[src/rtl/ltw_defines.svh]
`ifndef LTW_DEFINES_SVH
`define LTW_DEFINES_SVH

// Core source indices, highest priority first.
`define LTW_SRC_EXT_PIN 0
`define LTW_SRC_TIMER0_OVERFLOW_SOURCE_OVF 1
`define LTW_SRC_T0_CLKIN 2
`define LTW_NUM_CORE 3
`define LTW_NUM_PERIPH_DEF 8
// Until the first write begins, vectoring is treated as disabled.
`define LTW_GID_RESET 1'h1

`endif

[src/rtl/ltw_pkg.sv]
package ltw_pkg;
   typedef enum {
      LTW_IDLE,
      LTW_WRITING
   } ltw_state_e;

   typedef struct packed {
      logic valid;
      logic vector;
      logic aborted;
   } ltw_end_s;
endpackage

[src/rtl/ltw_ctrl.sv]
`timescale 1ns/1ps
`include "ltw_defines.svh"

// Operation
// - A table write to program memory starts a long write and halts execution.
// - Only an interrupt source or reset ends the long write.
// - A source ends the write only with enable and flag both set.
// - Core source ending the write clears the highest-priority enabled core flag.
// - Pending interrupt at table write aborts it as a no-op, clearing the highest-priority live core flag, if any.
// - Peripheral ending the write with interrupts enabled vectors and keeps its flag.
// - Global disable clear before the write means vectoring when it ends.
// - Global disable set before the write means no vectoring when it ends.
// - Core source with interrupts disabled ends without vectoring, flag cleared.
// - Peripheral with interrupts disabled ends without vectoring, flag left set.
module ltw_ctrl #(
   parameter int NUM_PERIPH = `LTW_NUM_PERIPH_DEF
) (
   input wire logic clk_i,
   input wire logic rst_i,
   input wire logic table_write_instruction_i,
   input wire logic global_interrupt_disable_i,
   input wire logic [`LTW_NUM_CORE-1:0] core_enable_i,
   input wire logic [`LTW_NUM_CORE-1:0] core_flag_i,
   input wire logic [NUM_PERIPH-1:0] periph_enable_i,
   input wire logic [NUM_PERIPH-1:0] periph_flag_i,
   output logic exec_halt_o,
   output logic write_active_o,
   output logic [`LTW_NUM_CORE-1:0] core_flag_clear_o,
   output ltw_pkg::ltw_end_s write_end_o
);

   ltw_pkg::ltw_state_e state_ff;
   logic gid_at_start_ff;
   logic nxt_gid_at_start;
   logic [`LTW_NUM_CORE-1:0] core_flag_clear_ff;
   logic [`LTW_NUM_CORE-1:0] nxt_core_flag_clear;
   logic end_valid_ff;
   logic nxt_end_valid;
   logic end_vector_ff;
   logic nxt_end_vector;
   logic end_aborted_ff;
   logic nxt_end_aborted;
   logic [`LTW_NUM_CORE-1:0] core_live;
   logic [`LTW_NUM_CORE-1:0] core_pick;
   logic [NUM_PERIPH-1:0] periph_live;
   logic core_any;
   logic periph_any;
   logic any_live;
   logic in_idle;
   logic in_write;
   logic start_write;
   logic abort_write;
   logic finish_write;
   logic end_event;

   // Lowest index wins, so the external pin outranks the timer sources.
   function automatic logic [`LTW_NUM_CORE-1:0] pick_first(input logic [`LTW_NUM_CORE-1:0] req);
      logic [`LTW_NUM_CORE-1:0] one_hot;
      logic found;
      one_hot = '0;
      found = 1'h0;
      for (int i = 0; i < `LTW_NUM_CORE; i++) begin
         if (req[i] && !found) begin
            one_hot[i] = 1'h1;
            found = 1'h1;
         end
      end
      return one_hot;
   endfunction

   // A set flag with a clear enable, or the reverse, must never end the write.
   function automatic logic source_live(input logic enable, input logic flag);
      return enable & flag;
   endfunction

   always_comb begin
      core_live = '0;
      for (int i = 0; i < `LTW_NUM_CORE; i++) begin
         core_live[i] = source_live(core_enable_i[i], core_flag_i[i]);
      end
   end

   always_comb begin
      periph_live = '0;
      for (int i = 0; i < NUM_PERIPH; i++) begin
         periph_live[i] = source_live(periph_enable_i[i], periph_flag_i[i]);
      end
   end

   assign core_any = |core_live;
   assign periph_any = |periph_live;
   assign any_live = core_any | periph_any;
   assign core_pick = pick_first(core_live);
   assign in_idle = (state_ff == ltw_pkg::LTW_IDLE);
   assign in_write = (state_ff == ltw_pkg::LTW_WRITING);

   // A source already pending at the table write turns it into a no-op rather than a write.
   assign start_write = in_idle && table_write_instruction_i && !any_live;
   assign abort_write = in_idle && table_write_instruction_i && any_live;
   assign finish_write = in_write && any_live;
   assign end_event = finish_write || abort_write;

   assign exec_halt_o = in_write;
   assign write_active_o = in_write;

   always_ff @(posedge clk_i or posedge rst_i) begin
      if (rst_i) begin
         state_ff <= ltw_pkg::LTW_IDLE;
      end else begin
         case (state_ff)
            ltw_pkg::LTW_IDLE: begin
               if (start_write) begin
                  state_ff <= ltw_pkg::LTW_WRITING;
               end
            end
            ltw_pkg::LTW_WRITING: begin
               if (finish_write) begin
                  state_ff <= ltw_pkg::LTW_IDLE;
               end
            end
            default: begin
               state_ff <= ltw_pkg::LTW_IDLE;
            end
         endcase
      end
   end

   // The disable bit is sampled when the write begins; later changes do not alter vectoring.
   always_comb begin
      nxt_gid_at_start = gid_at_start_ff;
      if (start_write) begin
         nxt_gid_at_start = global_interrupt_disable_i;
      end
   end

   always_ff @(posedge clk_i or posedge rst_i) begin
      if (rst_i) begin
         gid_at_start_ff <= `LTW_GID_RESET;
      end else begin
         gid_at_start_ff <= nxt_gid_at_start;
      end
   end

   // The highest-priority live core flag is cleared whether or not the end vectors; peripheral flags are never touched.
   always_comb begin
      nxt_core_flag_clear = '0;
      if (end_event) begin
         nxt_core_flag_clear = core_pick;
      end
   end

   always_ff @(posedge clk_i or posedge rst_i) begin
      if (rst_i) begin
         core_flag_clear_ff <= '0;
      end else begin
         core_flag_clear_ff <= nxt_core_flag_clear;
      end
   end

   always_comb begin
      nxt_end_valid = 1'h0;
      if (end_event) begin
         nxt_end_valid = 1'h1;
      end
   end

   always_ff @(posedge clk_i or posedge rst_i) begin
      if (rst_i) begin
         end_valid_ff <= 1'h0;
      end else begin
         end_valid_ff <= nxt_end_valid;
      end
   end

   // An abort never vectors here; the ordinary interrupt logic takes the pending source.
   always_comb begin
      nxt_end_vector = 1'h0;
      if (finish_write) begin
         nxt_end_vector = !gid_at_start_ff;
      end
   end

   always_ff @(posedge clk_i or posedge rst_i) begin
      if (rst_i) begin
         end_vector_ff <= 1'h0;
      end else begin
         end_vector_ff <= nxt_end_vector;
      end
   end

   always_comb begin
      nxt_end_aborted = 1'h0;
      if (abort_write) begin
         nxt_end_aborted = 1'h1;
      end
   end

   always_ff @(posedge clk_i or posedge rst_i) begin
      if (rst_i) begin
         end_aborted_ff <= 1'h0;
      end else begin
         end_aborted_ff <= nxt_end_aborted;
      end
   end

   assign core_flag_clear_o = core_flag_clear_ff;
   assign write_end_o = '{valid: end_valid_ff, vector: end_vector_ff, aborted: end_aborted_ff};

endmodule

[config.mk]
export PLATFORM = sky130hd
export DESIGN_NAME = ltw_ctrl
export DESIGN_NICKNAME = d
export VERILOG_FILES = /design/src/rtl/ltw_pkg.sv /design/src/rtl/ltw_ctrl.sv
export VERILOG_INCLUDE_DIRS = /design/src /design/src/rtl
export SDC_FILE = /design/constraint.sdc
export NUM_CORES = 1
export LEC_CHECK = 0
export BUFFER_PORTS_ARGS = -buffer_cell sky130_fd_sc_hd__clkbuf_2
export CORE_AREA = 2 2 39 41
export DETAILED_ROUTE_END_ITERATION = 8
export DIE_AREA = 0 0 41 43
export SKIP_CTS_REPAIR_TIMING = 1
export SLEW_MARGIN = 30
export SYNTH_ARGS = -nofsm -noshare
export SYNTH_HDL_FRONTEND = slang
export SYNTH_SLANG_ARGS = --single-unit
[constraint.sdc]
create_clock -name clk_i -period 1.4 [get_ports clk_i]
set_input_delay 0.14 -clock clk_i [delete_from_list [all_inputs] [get_ports clk_i]]
set_output_delay 0.14 -clock clk_i [all_outputs]
set_load 0.03 [all_outputs]
==> results of run 1 <==
[where the power goes]
part           total (mW)  switching, mW  leakage [nW]  internal [mW]
combinational       0.107         0.0558         0.205         0.0510
sequential          0.262        0.00720         0.103          0.255
clock               0.187         0.0776        0.0150          0.109
[critical path: stages, from the launching register on]
cell,delay (ns)
dfrtp_1,0.43
nor4_2,0.30
mux2_1,0.35
[final cells by class]
type,count,area [sq um],share of cell area
clock buffers,4,26.3,0.0462
inverters,3,11.3,0.0198
multi-input cells,19,128,0.224
flip-flops and latches,8,201,0.354
well taps,16,20.0,0.0352
repair buffers,35,183,0.321
[worst paths after layout]
kind	start	to	slack, ns	cells past startpoint
setup / recovery	state_ff[0]$_DFFE_PP0P_	gid_at_start_ff$_DFFE_PP1P_	0.24	2
hold / removal	core_flag_i[1]	core_flag_clear_o[1]$_DFF_PP0_	0.12	3
setup reg to reg	state_ff[0]$_DFFE_PP0P_	gid_at_start_ff$_DFFE_PP1P_	0.24	2
hold reg to reg	state_ff[0]$_DFFE_PP0P_	end_aborted_ff$_DFF_PP0_	0.56	1
max in group asynchronous	rst_i	gid_at_start_ff$_DFFE_PP1P_	0.76	3
min in group asynchronous	rst_i	end_valid_ff$_DFF_PP0_	0.36	3
[cell usage after synthesis, drive strengths merged]
cell    number
dfrtp        7
a22oi        4
buf          4
nor3         4
inv          3
nor2         3
a222oi       1
and4b        1
dfstp        1
mux2         1
nand2        1
nand3        1
nand4        1
nor3b        1
nor4         1
[cells by family (layout without fill, tap and decap cells)]
logic type,Yosys count,in the layout
DFF,8,8
and+or+nand+nor,13,13
AOI/OAI and AO/OA,5,5
muxes,1,1
buffers and inverters,7,42
[through the flow]
step	utilization	area, sq um	hold WS, ns	power (mW)	instances
after floorplan	-	370	-0.0451	0.325	34
after global placement	0.385	533	0.0713	0.370	80
after detailed placement	0.385	533	0.0769	0.373	80
after CTS	0.404	559	-0.191	0.562	84
after global routing	0.411	569	0.110	0.596	85
final	0.411	569	0.116	0.556	85
[cells in the final DEF (no fill, tap or decap), drive strengths merged]
| cell | instances |
|---|---|
| dfrtp | 7 |
| nand3 | 1 |
| clkbuf | 37 |
| inv | 3 |
| nor3b | 1 |
| nand4 | 1 |
| nand2 | 1 |
| dlygate4sd3 | 1 |
| dfstp | 1 |
| nor4 | 1 |
| and4b | 1 |
| nor2 | 3 |
| mux2 | 1 |
| buf | 1 |
| a222oi | 1 |
| nor3 | 4 |
| a22oi | 4 |
[state kept, by name (all words and copies together) (netlist names)]
name	cells
state_ff	1
gid_at_start_ff	1
end_vector_ff	1
end_aborted_ff	1
end_valid_ff	1
core_flag_clear_o	3
[per-layer routing]
layer / vias to the layer above / track usage
met2: 27 / 0.172
met4: 0 / 0.0800
li1: 191 / -
met3: 2 / 0.0366
met5: - / 0
met1: 162 / 0.134
==> flow_metrics.tcl, run 1 <==
set metrics [dict create \
    status "completed" \
    grt_pass1_vias 343 \
    finalNetCount 96 \
    synth_top_area_cell "dfrtp_1" \
    p_leak_nw 0.323 \
    n_fill_cell 145 \
    drt_iter0_drc 4 \
    dieArea_sq_um 1760 \
    layout-drive-gt1-share 0.565 \
    final-hold-violation-count 0 \
    worst_ep_arrival_time_ns 1.33 \
    hold_class "primary input to flip-flop" \
    slew_viol_final 0 \
    synth-compound-area-share 0.108 \
    syn_area_sq_um 370 \
    synth_xor_area_frac 0 \
    die_w_microns 41 \
    synthTopCellsByArea "dfrtp_1 (47%), a22oi_1 (8.1%), buf_4 (8.1%)" \
    htreeDepth 1 \
    vias 382 \
    routed_wl_microns 820 \
    startpoint_type "flip-flop" \
    fin_ws_ns 0.243 \
    numCtsBuffers 3 \
    yosysWarnings 0 \
    yosysSeqAreaShare 0.544 \
    synth-simple-area-share 0.206 \
    relSlewSlack 0.783 \
    postSynthCellCount 34 \
    critical_path_class "flip-flop to flip-flop" \
    syn_area_per_cell_sq_um 10.9 \
    synthDistinctLibCells 15 \
    grt_pass1_wl_mm 1.36 \
    muxShareOfSynthArea 0.0304 \
    end_kind "flip-flop" \
    rsz0062_at_grt "no" \
    cts_max_path_buffers 2 \
    wl_met2_microns 414 \
    powerDensity_nw_per_um2 976 \
    syn_nets 60 \
    drc_errors 0 \
    clock-sinks 8 \
    cts_tree "done" \
    setup_tns_ns 0 \
    ios 34 \
    avgRoutedWirePerCell_microns 9.65 \
    worstPathRequired_ns 1.57 \
    cts_root_buffer "clkbuf_4" \
    coreArea_sq_um 1380 \
    worstSkewPairLatency_ns 0.25 \
    synth_top_area_share 0.473 \
    cap_violations 0 \
    worstMarginPinSlew_ns 0.325 \
    clock_skew_ns 0.00223 \
    m1WireLength_microns 285 \
    via_per_inst 4.49 \
    post_synth_fa_ha_maj_area_fraction 0 \
    antenna_found_initial 0 \
    max_clock_freq_mhz 865 \
    setup_viol 0 \
    track_usage 0.116 \
    grt_max_degree 9 \
    start_util 0.268 \
    areaGrowthSynthToFinish_pct 53.7 \
    dr.max_layer_used "met4" \
    fin_crit_sh 0.826 \
    ir_worst_vdd_mv 0.313 \
    antenna_left 0 \
    ys_ff_latch 8 \
    clk_pin_slew_ns 0.06 \
    synth_top_family_by_area "simple AND/OR/NAND/NOR gates" \
    dp_slack_ns 0.0569 \
    overflow 0 \
    port_buffers 33 \
    place_congestion 0.699 \
    rows 14 \
    dr_wl_met3_microns 112 \
    dieHeight_microns 43 \
    dr.pass1.iters 4 \
    fin_crit_ns 1.16 \
    num_antenna_cells 0 \
    path_max_fanout 6 \
    dp_hpwl_microns 723 \
]
Power figures use the tool's default switching activity.
==> inputs of run 2 (changes only) <==
==> constraint.sdc (replaced) <==
create_clock -name clk_i -period 1.15 [get_ports clk_i]
set_input_delay 0.115 -clock clk_i [delete_from_list [all_inputs] [get_ports clk_i]]
set_output_delay 0.115 -clock clk_i [all_outputs]
set_load 0.03 [all_outputs]
==> run 2 against run 1 <==
Via count is 2.6% higher; largest cell class is now buffers; largest power group unchanged; sequential share of layout area is 2.2 points lower; highest routed layer unchanged; combinational power is 43% higher.
==> flow_metrics.tcl, run 2 (synthesized netlist as in run 1, its figures left out) <==
set metrics [dict create \
    crit_chain "clkbuf_2 > a22oi_2 > nand4_1 > nor4_4 > mux2_4" \
    routed_wl_microns 871 \
    die_w_microns 41 \
    relSlewSlack 0.796 \
    worstSkewPairLatency_ns 0.26 \
    antenna_left 0 \
    path_max_fanout 2 \
    htreeDepth 1 \
    startpoint "core_enable_i[0]" \
    r2r_slack_ns 0.15 \
    drc_errors 0 \
    r2r_start "state_ff[0]$_DFFE_PP0P_" \
    max_clock_freq_mhz 963 \
    slew_viol_final 0 \
    grt_max_degree 9 \
    antenna_found_initial 0 \
    vias 392 \
    startpoint_type "primary input" \
    port_buffers 33 \
    path_delay_family "simple AND/OR/NAND/NOR gates" \
    start_util 0.268 \
    fin_crit_ns 1.04 \
    rows 14 \
    cts_root_buffer "clkbuf_4" \
    ir_worst_vdd_mv 0.522 \
    layout_commonest_cell "clkbuf_2" \
    dieArea_sq_um 1760 \
    worstPathRequired_ns 1.33 \
    mostFrequentLayoutCells "clkbuf_2 (33), dfrtp_1 (6), nor3_1 (4), buf_4 (4)" \
    rsz0062_at_grt "no" \
    coreArea_sq_um 1380 \
    critical_path_class "primary input to flip-flop" \
    largest_reg_flops 3 \
    num_antenna_cells 0 \
    crit_end "gid_at_start_ff$_DFFE_PP1P_" \
    n_fill_cell 147 \
    fin_util 0.441 \
    status "completed" \
    grt_pass1_wl_mm 1.37 \
    timing.rr.end "gid_at_start_ff$_DFFE_PP1P_" \
    via_per_inst 4.45 \
    finalNetCount 99 \
    worstMarginPinSlew_ns 0.306 \
    drt_iter0_drc 7 \
    clock_skew_ns 0.0105 \
    cts_tree "done" \
    powerDensity_nw_per_um2 1170 \
    cts_max_path_buffers 2 \
    dr.pass1.iters 5 \
    layout-drive-gt1-share 0.625 \
    areaGrowthSynthToFinish_pct 64.9 \
    setup_viol 0 \
    crit_cells 5 \
    finalInstanceArea_sq_um 611 \
    clock-sinks 8 \
    rr_worst_depth 2 \
    critPathMaxStageDelay_ns 0.32 \
    fin_crit_sh 0.903 \
    multi_input_area_sq_um 145 \
    final-hold-violation-count 0 \
    critPathSlowestCell "mux2_4" \
    hold_class "primary input to flip-flop" \
    place_congestion 0.688 \
    p_leak_nw 0.338 \
    ios 34 \
    dp_hpwl_microns 735 \
    seq_area_sq_um 203 \
    grt_pass1_vias 363 \
    overflow 0 \
    worst_ep_arrival_time_ns 1.22 \
    end_kind "flip-flop" \
    cap_violations 0 \
    clk_pin_slew_ns 0.06 \
    numCtsBuffers 3 \
    path_buf_inv 1 \
    avgRoutedWirePerCell_microns 9.90 \
    track_usage 0.121 \
    dieHeight_microns 43 \
    place_area_sq_um 557 \
]
[run 2: how the worst min path moves through the flow]
stage                                          start                        endpoint  slack (ns)  cells past startpoint
after detailed placement                       rst_i  core_flag_clear_o[0]$_DFF_PP0_        0.06                      2
after global routing      global_interrupt_disable_i     gid_at_start_ff$_DFFE_PP1P_        0.09                      2
final                                 core_flag_i[1]  core_flag_clear_o[1]$_DFF_PP0_        0.09                      3
after global placement                         rst_i          end_valid_ff$_DFF_PP0_        0.05                      2
after CTS                                      rst_i  core_flag_clear_o[0]$_DFF_PP0_       -0.22                      2
after floorplan                                rst_i  core_flag_clear_o[0]$_DFF_PP0_       -0.07                      1
[run 2: stage by stage]
stage / setup TNS (ns) / hold WS [ns] / setup slack (ns) / std cells / total power, mW
after floorplan: -0.0115 / -0.0701 / -0.0115 / 34 / 0.396
after global placement: -0.184 / 0.0480 / -0.111 / 83 / 0.459
after detailed placement: -0.285 / 0.0618 / -0.157 / 83 / 0.463
after CTS: 0 / -0.221 / 0.00644 / 87 / 0.704
after global routing: 0 / 0.0937 / 0.0494 / 88 / 0.752
final: 0 / 0.0866 / 0.112 / 88 / 0.715
[run 2: worst reg2reg max path: stages (launching register included)]
cell and delay (ns):
dfrtp_2 0.45, nor4_4 0.16, mux2_4 0.32
[run 2: area by class of cell]
type / instances / share of cell area
Timing Repair Buffer: 38 / 0.336
Clock buffer: 4 / 0.0430
Sequential cell: 8 / 0.332
Multi-Input combinational cell: 19 / 0.238
Tap cell: 16 / 0.0328
Inverter: 3 / 0.0184
[run 2: power by group]
group	internal (mW)	leakage, nW	switching [mW]
logic	0.0795	0.222	0.0732
registers	0.311	0.101	0.0101
clock network	0.133	0.0150	0.108
total	0.524	0.338	0.191
[run 2: routing by layer]
| layer | vias up | track usage | routed length (microns) |
|---|---|---|---|
| met3 | 2 | 0.0366 | 116 |
| li1 | 196 | - | - |
| met5 | - | 0 | 0 |
| met2 | 29 | 0.178 | 417 |
| met1 | 165 | 0.135 | 318 |
| met4 | 0 | 0.100 | 19 |
==> inputs of run 3 (changes only) <==
--- a/config.mk
+++ b/config.mk
@@ -10,6 +10,7 @@
 export CORE_AREA = 2 2 39 41
 export DETAILED_ROUTE_END_ITERATION = 8
 export DIE_AREA = 0 0 41 43
+export PLACE_DENSITY = 0.71
 export SKIP_CTS_REPAIR_TIMING = 1
 export SLEW_MARGIN = 30
 export SYNTH_ARGS = -nofsm -noshare
==> run 3 against run 2 <==
Die area unchanged; wire length up 0.46%; global-route usage down 0.13 points; setup slack worse by 0.068 ns; via count up 4.1%; clock skew about the same.
==> flow_metrics.tcl, run 3 (synthesized netlist as in run 1, its figures left out) <==
set metrics [dict create \
    final-hold-violation-count 0 \
    cap_violations 0 \
    via_per_inst 4.53 \
    track_usage 0.120 \
    numCtsBuffers 3 \
    worstPathRequired_ns 1.03 \
    worstSkewPairLatency_ns 0.25 \
    layout_commonest_cell "clkbuf_2" \
    path_max_fanout 5 \
    fin_crit_sh 0.962 \
    use_met1 0.125 \
    critPathMaxStageDelay_ns 0.41 \
    p_leak_nw 0.346 \
    powerDensity_nw_per_um2 1130 \
    rsz0062_at_grt "no" \
    clk_pin_slew_ns 0.06 \
    seq_area_sq_um 203 \
    timing.rr.end "gid_at_start_ff$_DFFE_PP1P_" \
    overflow 0 \
    dieHeight_microns 43 \
    worst_ep_arrival_time_ns 0.99 \
    hold_end "gid_at_start_ff$_DFFE_PP1P_" \
    dr.pass1.iters 4 \
    areaGrowthSynthToFinish_pct 64.2 \
    r2r_slack_ns 0.05 \
    r2r_start "state_ff[0]$_DFFE_PP0P_" \
    ir_worst_vdd_mv 0.418 \
    ios 34 \
    grt_pass1_vias 376 \
    start_util 0.268 \
    slew_viol_final 0 \
    n_fill_cell 136 \
    routed_wl_microns 875 \
    layout-drive-gt1-share 0.608 \
    critPathSlowestCell "dfrtp_2" \
    fin_hold_ws_ns 0.0978 \
    rows 14 \
    dp_hpwl_microns 773 \
    clock-sinks 8 \
    mostFrequentLayoutCells "clkbuf_2 (33), dfrtp_1 (6), buf_4 (6)" \
    antenna_left 0 \
    end_kind "output port" \
    crit_chain "buf_4 > clkbuf_2" \
    finalNetCount 101 \
    dieArea_sq_um 1760 \
    port_buffers 33 \
    min_path_cells 2 \
    status "completed" \
    hold_start "global_interrupt_disable_i" \
    grt_use_met3 0.0209 \
    critical_path_class "flip-flop to output port" \
    largest_reg_flops 3 \
    fin_ws_ns 0.0434 \
    startpoint_type "flip-flop" \
    multi_input_area_sq_um 128 \
    dp_slack_ns -0.146 \
    setup_viol 0 \
    relSlewSlack 0.799 \
    clock_skew_ns 0.0107 \
    antenna_found_initial 0 \
    use_met2 0.194 \
    max_clock_freq_mhz 904 \
    coreArea_sq_um 1380 \
    cts_tree "done" \
    htreeDepth 1 \
    num_antenna_cells 0 \
    vias 408 \
    drc_errors 0 \
    drt_iter0_drc 3 \
    place_congestion 0.718 \
    cts_max_path_buffers 2 \
    fin_crit_ns 1.11 \
    cts_root_buffer "clkbuf_4" \
    grt_pass1_wl_mm 1.40 \
    rr_worst_depth 2 \
    hold_class "primary input to flip-flop" \
    die_w_microns 41 \
    grt_busiest_layer "met2" \
    avgRoutedWirePerCell_microns 9.72 \
    worstMarginPinSlew_ns 0.301 \
    setup_tns_ns 0 \
    grt_max_degree 9 \
]
==> run 3: changes by cell type in the layout (fill, tap and decap cells not counted) <==
cell	delta
a22oi_1	+1
a22oi_2	-1
buf_4	+2
mux2_1	+1
mux2_4	-1
nor4_2	+1
nor4_4	-1
==> run 3: critical path: cells and delay by family (launching register included) <==
kind	cells	cell delay, ns
flip-flops	1	0.41
buffers and inverters	2	0.33
==> run 3: worst max-delay path by stage <==
stage                            startpoint                           to  slack [ns]
floorplan           state_ff[0]$_DFFE_PP0P_  gid_at_start_ff$_DFFE_PP1P_       -0.01
global placement         periph_enable_i[0]  gid_at_start_ff$_DFFE_PP1P_       -0.11
detailed placement       periph_enable_i[0]  gid_at_start_ff$_DFFE_PP1P_       -0.15
CTS                 state_ff[0]$_DFFE_PP0P_               write_active_o        0.03
global route        state_ff[0]$_DFFE_PP0P_               write_active_o       0.003
finish              state_ff[0]$_DFFE_PP0P_               write_active_o        0.04
==> run 3: cell type report <==
class | instances | share of cell area
multi-input cells | 19 | 0.210
repair buffers | 40 | 0.362
flip-flops and latches | 8 | 0.333
inverters | 3 | 0.0185
clock buffers | 4 | 0.0432
well taps | 16 | 0.0329
==> run 3: routing by layer <==
metal  wire length, microns  share of wire
met3                    115           0.13
met5                      0              0
met1                    298           0.34
met2                    454           0.52
met4                      7         0.0080
==> run 3: through the flow <==
stage | cells | power [mW] | cell area [sq um] | util
floorplan | 34 | 0.396 | 372 | -
global placement | 85 | 0.462 | 572 | 0.413
detailed placement | 85 | 0.466 | 572 | 0.413
CTS | 89 | 0.698 | 598 | 0.432
global route | 90 | 0.736 | 608 | 0.439
finish | 90 | 0.689 | 608 | 0.439
==> run 3: where the power goes <==
group	total (mW)	switching, mW	internal (mW)
registers	0.319	0.00771	0.311
logic	0.143	0.0711	0.0720
clock network	0.227	0.0943	0.133
